**config.mk**
```make
export PLATFORM = sky130hd
export DESIGN_NAME = insn_decode
export DESIGN_NICKNAME = d
export VERILOG_FILES = /design/src/inc/insn_pkg.sv /design/src/design/insn_decode.sv
export VERILOG_INCLUDE_DIRS = /design/src /design/src/inc
export SDC_FILE = /design/constraint.sdc
export NUM_CORES = 1
export LEC_CHECK = 0
export ABC_AREA = 1
export BUFFER_PORTS_ARGS = -buffer_cell sky130_fd_sc_hd__buf_2
export CORE_ASPECT_RATIO = 1.5
export CORE_UTILIZATION = 53
export DETAILED_ROUTE_END_ITERATION = 10
export PLACE_DENSITY = 0.81
export REMOVE_ABC_BUFFERS = 1
export SETUP_SLACK_MARGIN = 0.3
export SLEW_MARGIN = 20
export SYNTH_ARGS = -nofsm -noshare
export SYNTH_HDL_FRONTEND = slang
export SYNTH_SLANG_ARGS = --single-unit
export TNS_END_PERCENT = 30
```
**constraint.sdc**
```tcl
create_clock -name clk_i -period 3.1 [get_ports clk_i]
set_clock_uncertainty 0.15 [all_clocks]
set_input_delay 0.155 -clock clk_i [delete_from_list [all_inputs] [get_ports clk_i]]
set_output_delay 0.155 -clock clk_i [all_outputs]
set_load 0.01 [all_outputs]
```
**src/inc/insn_defs.svh**
```systemverilog
// constants for the bit-invert, branch and long-call decoder
// assumes a 16-bit instruction word and a 21-bit byte program counter
`ifndef INSN_DEFS_SVH
`define INSN_DEFS_SVH
// ==========================================
// opcode patterns
`define OP_BIT_INVERT     4'h7
`define OP_BRANCH_OV      8'hE4
`define OP_BRANCH_ZERO    8'hE0
`define OP_CALL_HI        7'h76
`define OP_CALL_SECOND    4'hF
`define INDEXED_LIMIT     8'h5F
// ==========================================
// register offsets on the bus (byte addresses)
`define REG_INSN          4'h0
`define REG_CTRL          4'h4
`define REG_STATUS        4'h8
`define REG_PC            4'hC
// ==========================================
// control and status bit positions, program counter steps
`define CTRL_EXT_EN       0
`define ST_ZERO           2
`define ST_OV             3
`define PC_STEP           21'h000002
`define CALL_RET_STEP     21'h000004
`endif

```
**src/inc/insn_pkg.sv**
```systemverilog
// types shared by the decoder
// assumes nothing beyond the defs header
package insn_pkg;
	typedef enum logic [1:0] {
		ST_EXEC = 2'b01,
		ST_NOP  = 2'b10
	} seq_e;
	typedef struct packed {
		logic        wr;
		logic [11:0] addr;
		logic [7:0]  data;
		logic        indexed;
	} dmem_req_s;
endpackage

```
**src/design/insn_decode.sv**
```systemverilog
// decoder and executor for bit invert, two branches and the two-word long call
// assumes data memory answers a read combinationally in the same cycle
`timescale 1ns/100ps
`include "insn_defs.svh"
module insn_decode
	import insn_pkg::*;
(
	input  wire logic        clk_i,
	input  wire logic        rst_i,
	input  wire logic [3:0]  adr_i,
	input  wire logic [31:0] dat_i,
	input  wire logic        we_i,
	input  wire logic [3:0]  sel_i,
	input  wire logic        cyc_i,
	input  wire logic        stb_i,
	output logic      [31:0] dat_o,
	output logic             ack_o,
	input  wire logic [7:0]  w_i,
	input  wire logic [7:0]  bank_select_register_i,
	input  wire logic [7:0]  fsr_base_i,
	input  wire logic [7:0]  dmem_rdata_i,
	output dmem_req_s        dmem_o,
	output logic      [20:0] pc_o,
	output logic      [20:0] push_data_o,
	output logic             push_o,
	output logic      [7:0]  working_shadow_o,
	output logic      [7:0]  status_shadow_o,
	output logic      [7:0]  bank_select_shadow_o,
	output logic             busy_o
);
// ==========================================
// decode helpers
// the first call word is looked for both in the issued slot and in the
// held slot; one function keeps the two compares from drifting apart
function automatic logic is_call_word1(input logic [15:0] word);
	return word[15:9] == `OP_CALL_HI;
endfunction
// both conditional branches share the opcode byte plus offset byte layout
function automatic logic is_branch_word(input logic [15:0] word, input logic [7:0] op);
	return word[15:8] == op;
endfunction
// ==========================================
// state
logic [15:0] insn_r;
logic [15:0] first_r;
logic        ext_en_r;
logic [7:0]  status_r;
logic [20:0] pc_r;
logic        ack_r;
logic        go_r;
seq_e        seq_r;
seq_e        seq_nxt;
// ==========================================
// bus slave: writing the instruction register issues it
// a request is answered one cycle later; the write lands on the edge at
// which the master samples ack high, never on the request edge
wire         req       = cyc_i & stb_i & ~ack_r;
wire         ack_edge  = cyc_i & stb_i & ack_r;
wire         wr_en     = ack_edge & we_i & sel_i[0];
wire         wr_insn   = wr_en & (adr_i == `REG_INSN);
wire         wr_ctrl   = wr_en & (adr_i == `REG_CTRL);
wire         wr_stat   = wr_en & (adr_i == `REG_STATUS);
wire [15:0]  wdata     = {sel_i[1] ? dat_i[15:8] : insn_r[15:8], dat_i[7:0]};
// ==========================================
// decode
wire         is_btg    = insn_r[15:12] == `OP_BIT_INVERT;
wire         is_bov    = is_branch_word(insn_r, `OP_BRANCH_OV);
wire         is_bz     = is_branch_word(insn_r, `OP_BRANCH_ZERO);
wire         is_call1  = is_call_word1(insn_r);
wire         is_call2  = insn_r[15:12] == `OP_CALL_SECOND;
// any word but a call word ends the wait and runs normally; a first call word starts a new wait
wire         call_wait = is_call_word1(first_r);
wire         exec      = go_r && seq_r == ST_EXEC;
wire         call_done = exec & call_wait & is_call2;
wire         take      = (is_bov & status_r[`ST_OV]) | (is_bz & status_r[`ST_ZERO]);
wire         to_nop    = exec & (is_call1 | take | call_done);
// ==========================================
// file register addressing
wire [2:0]   bitno     = insn_r[11:9];
wire         acc_a     = insn_r[8];
wire [7:0]   faddr     = insn_r[7:0];
wire         indexed   = ~acc_a & ext_en_r & (faddr <= `INDEXED_LIMIT);
// access bank low half maps to bank 0, upper half to bank 15
wire [11:0]  acc_addr  = faddr[7] ? {4'hF, faddr} : {4'h0, faddr};
wire [11:0]  bank_addr = {bank_select_register_i[3:0], faddr};
// summed at full address width so a large base does not wrap in page 0
wire [11:0]  idx_addr  = {4'h0, fsr_base_i} + {4'h0, faddr};
wire [11:0]  eff_addr  = indexed ? idx_addr : (acc_a ? bank_addr : acc_addr);
// ==========================================
// bit invert: one xor per data bit, only the selected one is live
wire [7:0]   flipped;
genvar g;
generate
	for (g = 0; g < 8; g = g + 1)
	begin : g_flip
		assign flipped[g] = dmem_rdata_i[g] ^ (bitno == 3'(g));
	end
endgenerate
// ==========================================
// program counter arithmetic
wire [20:0]  offs2     = {{12{insn_r[7]}}, insn_r[7:0], 1'b0};
wire [20:0]  pc_inc    = pc_r + `PC_STEP;
wire [20:0]  br_tgt    = pc_inc + offs2;
wire [19:0]  call_k    = {insn_r[11:0], first_r[7:0]};
wire [20:0]  call_tgt  = {call_k, 1'b0};
wire [20:0]  ret_addr  = pc_r + `CALL_RET_STEP;
wire         shadow_en = call_done & first_r[8];
// ==========================================
// register bus read mux
always_comb
begin
	case (adr_i)
		`REG_INSN:   dat_o = {16'h0000, insn_r};
		`REG_CTRL:   dat_o = {31'h00000000, ext_en_r};
		`REG_STATUS: dat_o = {24'h000000, status_r};
		`REG_PC:     dat_o = {11'h000, pc_r};
		default:     dat_o = 32'h00000000;
	endcase
end
// ==========================================
// outputs
assign ack_o  = ack_r;
assign pc_o   = pc_r;
assign busy_o = go_r | (seq_r == ST_NOP);
always_comb
begin
	dmem_o.addr    = eff_addr;
	dmem_o.indexed = indexed;
	dmem_o.data    = flipped;
	dmem_o.wr      = exec & is_btg;
end
// ==========================================
// sequencer: a taken branch or either call word is followed by a no-op
// cycle; after the first call word it waits there for the next issued word
always_comb
begin
	seq_nxt = seq_r;
	case (seq_r)
		ST_EXEC:
			if (to_nop)
				seq_nxt = ST_NOP;
		ST_NOP:
			if (!call_wait || go_r)
				seq_nxt = ST_EXEC;
		default:
			seq_nxt = ST_EXEC;
	endcase
end
always_ff @(posedge clk_i)
begin
	if (rst_i)
		seq_r <= ST_EXEC;
	else
		seq_r <= seq_nxt;
end
// ==========================================
// bus registers
always_ff @(posedge clk_i)
begin
	if (rst_i)
	begin
		ack_r    <= 1'b0;
		ext_en_r <= 1'b0;
		status_r <= 8'h00;
	end
	else
	begin
		ack_r <= req;
		if (wr_ctrl)
			ext_en_r <= dat_i[`CTRL_EXT_EN];
		// status only changes by software; none of these ops touch it
		if (wr_stat)
			status_r <= dat_i[7:0];
	end
end
// ==========================================
// issue: go_r keeps the written word pending until its execute cycle
always_ff @(posedge clk_i)
begin
	if (rst_i)
	begin
		insn_r <= 16'h0000;
		go_r   <= 1'b0;
	end
	else if (wr_insn)
	begin
		insn_r <= wdata;
		go_r   <= 1'b1;
	end
	else if (exec)
		go_r <= 1'b0;
end
// ==========================================
// held first call word, cleared by the next executed word unless that is itself a first call word
always_ff @(posedge clk_i)
begin
	if (rst_i)
		first_r <= 16'h0000;
	else if (exec)
		first_r <= is_call1 ? insn_r : 16'h0000;
end
// ==========================================
// program counter; the first call word leaves it where it is
always_ff @(posedge clk_i)
begin
	if (rst_i)
		pc_r <= 21'h000000;
	else if (call_done)
		pc_r <= call_tgt;
	else if (exec && take)
		pc_r <= br_tgt;
	else if (exec && !is_call1)
		pc_r <= pc_inc;
end
// ==========================================
// return stack push and shadow copies
always_ff @(posedge clk_i)
begin
	if (rst_i)
	begin
		push_o               <= 1'b0;
		push_data_o          <= 21'h000000;
		working_shadow_o     <= 8'h00;
		status_shadow_o      <= 8'h00;
		bank_select_shadow_o <= 8'h00;
	end
	else
	begin
		push_o <= call_done;
		if (call_done)
			push_data_o <= ret_addr;
		if (shadow_en)
		begin
			working_shadow_o     <= w_i;
			status_shadow_o      <= status_r;
			bank_select_shadow_o <= bank_select_register_i;
		end
	end
end
endmodule

```
==> key figures <==
Run status
  • Status: complete, no violations

Final layout
  • Final #Nets: 1,415
  • Share of cells above drive strength 1: 30.66%
  • Utilization after layout: 74.39%
  • Non-Filler Instances: 1,467
  • Number of diodes: 0
  • P&R area growth vs syn: 36.15%

Clock network
  • Clock Pin Slew Worst Setup and Hold Paths: 0.08 ns
  • CTS tree: built
  • Clock tree buffer depth: 2
  • Clock Latency Late Sink: 0.36 ns
  • Number of CTS-inserted buffers: 9
  • Sinks on Clock Net: 110
  • H-Tree Depth: 3
  • Clock root buffer master: clkbuf_16

Logic synthesis
  • Synth Area in Simple Gates: 24.38%
  • Synth warn: 0
  • Primary FF master, synth: dfxtp_1
  • Register area share after synthesis: 30.96%
  • Asr flop ratio synth: 0%
  • Post-Syn Area: 7113 µm²
  • EDFF count, synth: 0
  • Yosys top cell by area: dfxtp_1
  • Top-area cell type share of the netlist area: 30.96%
  • Synth Register Bits: 110
  • Synth Area in Compound Gates: 21.00%
  • Synth cell types: 49
  • Adder-cell area share of the yosys netlist: 6.368%
  • Synth Area per Inst: 6.654 µm²
  • Largest family of logic cells by synthesized area: simple AND/OR/NAND/NOR gates
  • Xor and xnor area share after synthesis: 4.679%
  • Multiplexer area fraction after synthesis: 0%
  • Syn Inst Count: 1,069
  • Largest cells by area after synthesis: dfxtp_1, nand2_1, a21oi_1

Global route
  • Initial antenna violation count: 0
  • All-layer global routing usage: 33.83%
  • First-pass GRT wire length: 35,760 µm
  • Largest net degree at the start of global routing: 82
  • Grt ovf: 0
  • Vias in the first global route: 7,366

Detailed routing
  • DRT antenna net count: 0
  • Detailed Route WL: 25,200 µm
  • Routed len/inst: 17.18 µm
  • Metal2 WL: 12,440 µm
  • Detailed-route vias per instance: 5.650
  • Via count: 8,289
  • Met3 WL: 2252 µm
  • WL met1: 8838 µm
  • Initial drt markers: 661
  • Drc violations: 0
  • Top layer reached by signal wires: met4
  • First drt pass iteration count: 7

Critical path
  • Max FO, Critical Path: 5
  • Crit path max-delay cell type: dfxtp_4
  • CP cell instances: nand2_4 -> nor2_4 -> nand2_2 -> nor2_2 -> xor2_1 -> nand2_1 -> nand2_1 -> inv_2 -> ha_4 -> nand2_2 -> nor2_1 -> nand2_1 -> nand2_2 -> nor2_1 -> o21ai_1 -> nand2_1 -> a21oi_1
  • Arrival @ worst endpoint: 3.19 ns
  • Worst EP required: 3.23 ns
  • Nature of the critical path endpoint: flop
  • Crit path kind: flop to flop
  • R2R cell count: 17
  • Launching element type of the critical path: flop
  • Most common cell on crit path: nand2_1
  • CP peak stage delay: 0.41 ns

STA
  • Max-slew headroom: 33.57%
  • Final hold viol count: 0
  • Least-Margin Pin Slew: 0.9965 ns
  • Worst setup margin: 0.04180 ns
  • Fin Setup TNS: 0 ns
  • RSZ-0062 raised after global routing: yes
  • Fmax: 0.3270 GHz
  • Period utilization: 98.65%
  • Minimum clock period: 3.058 ns
  • Number of setup violations in the final report: 0
  • Max-slew violations: 0

Placement
  • HPWL Detailed: 16,880 µm
  • Post-Place Worst Slack: 0.06768 ns
  • IO buf count: 168
  • Routability Congestion: 0.9726
  • DP Cell Count: 1,398

Floorplan
  • Starting Density: 54.64%
  • # IOs: 200
  • Die area: 13,900 µm²
  • Die Height: 143.9 µm
  • DIE WIDTH: 96.59 µm
  • Core ar.: 13,020 µm²
  • Rows: 51

Worst hold path
  • Worst Hold Class: input port to flop
  • Hold depth: 4

Power
  • Power Total: 2.712 mW
  • Max IR drop VDD: 0.2971 mV
  • Power Density: 280.1 nW/µm²
  • Leak Pwr: 4.522 nW

Flow run
  • MaxCap Viol Count: 0
cell type report:
class                           instances  area (µm²)
Sequential cell                       110        2246
Timing Repair Buffer                  263        1643
Inverter                              159       603.1
Clock inverter                          7       68.82
Clock buffer                            9       225.2
Tap cell                              159       198.9
Multi-Input combinational cell        760        4700
Fill cell                            1016        3333
state kept, by name, indices dropped and copies added, names as in the netlist:
register              count
ack_o                     1
bank_select_shadow_o      8
ext_en_r                  1
first_r                  16
go_r                      1
insn_r                   16
pc_o                     20
push_data_o              20
push_o                    1
seq_r                     2
status_r                  8
status_shadow_o           8
working_shadow_o          8
path summary, 6_finish.rpt:
| path | slack, ns | to | startpoint |
|---|---|---|---|
| worst max-delay path | 0.04 | pc_o[11] | pc_o[7] |
| worst min-delay path | 0.07 | ext_en_r | adr_i[0] |
| worst max register to register | 0.04 | pc_o[11] | pc_o[7] |
| worst min register to register | 0.29 | bank_select_shadow_o[5] | bank_select_shadow_o[5] |
cells in the final DEF (no fill, tap or decap), types with 11 or more instances in the layout:
cell type / netlist / routed
xor2_1: 28 / 22
a21oi_2: 0 / 16
nor2_4: 1 / 12
ha_1: 33 / 15
a21oi_1: 123 / 107
inv_1: 146 / 139
nand2_2: 4 / 19
ha_4: 0 / 18
nor2_1: 91 / 80
o21ai_0: 113 / 107
buf_4: 17 / 60
dfxtp_1: 110 / 95
nand2_1: 202 / 181
nand3_1: 53 / 44
nor2_2: 11 / 11
inv_2: 9 / 15
conb_1: 1 / 13
dlygate4sd3_1: 0 / 34
buf_2: 9 / 168
cell families (layout without fill, tap and decap cells):
group           count (synthesis)  count (layout)
simple gates                  397             397
compound gates                277             277
buf+inv                       211             438
flops                         110             110
xor+xnor                       38              38
fa+ha+maj                      35              35
other cells                     1              13
metal layers:
metal | vias up | GRT usage [%]
li1 | 3942 | -
met5 | - | 0
met1 | 3739 | 38.71
met4 | 0 | 20.51
met3 | 133 | 5.450
met2 | 475 | 57.71
repair_timing:
action / in CTS / in global routing
setup buffers: 5 / 14
hold endpoints to repair: 41 / 0
gates resized for setup: 38 / 119
pin swaps: 9 / 46
hold buffers: 34 / 0
setup endpoints to repair: 13 / 16
cell usage after synthesis, types with 3 or more instances:
| cell | count |
|---|---|
| nand2_1 | 202 |
| nor3_1 | 7 |
| o22ai_1 | 7 |
| nand3_1 | 53 |
| xor2_1 | 28 |
| nor2_2 | 11 |
| o21ai_0 | 113 |
| o21bai_1 | 3 |
| xnor2_1 | 10 |
| dfxtp_1 | 110 |
| buf_6 | 3 |
| or2_2 | 3 |
| nand4_1 | 9 |
| buf_2 | 9 |
| o211ai_1 | 6 |
| a21o_1 | 3 |
| o21ai_1 | 4 |
| nand2_2 | 4 |
| a21oi_1 | 123 |
| buf_4 | 17 |
| clkbuf_1 | 21 |
| o221ai_1 | 10 |
| ha_1 | 33 |
| nor3_2 | 5 |
| inv_2 | 9 |
| clkinv_1 | 3 |
| nor2_1 | 91 |
| inv_1 | 146 |
stage by stage:
stage | cell area (µm²) | hold WS, ns
floorplan | 6864 | 0.07407
global placement | 8219 | 0.2428
detailed placement | 8219 | 0.2518
CTS | 9040 | 0.06350
global route | 9684 | 0.1220
finish | 9684 | 0.06617
power by group:
group	switching, mW	internal, mW	total, mW
logic	0.0842	0.0769	0.161
registers	0.00104	1.40	1.40
clock network	0.583	0.564	1.15
worst max-delay path, delay by kind of cell, from the launching register on:
family	cells	cell delay [ns]
compound gates	2	0.57
xor+xnor	1	0.21
fa+ha+maj	1	0.29
buf+inv	1	0.11
flops	1	0.41
simple gates	12	1.24
No activity file was read; power rests on OpenSTA's default activity.
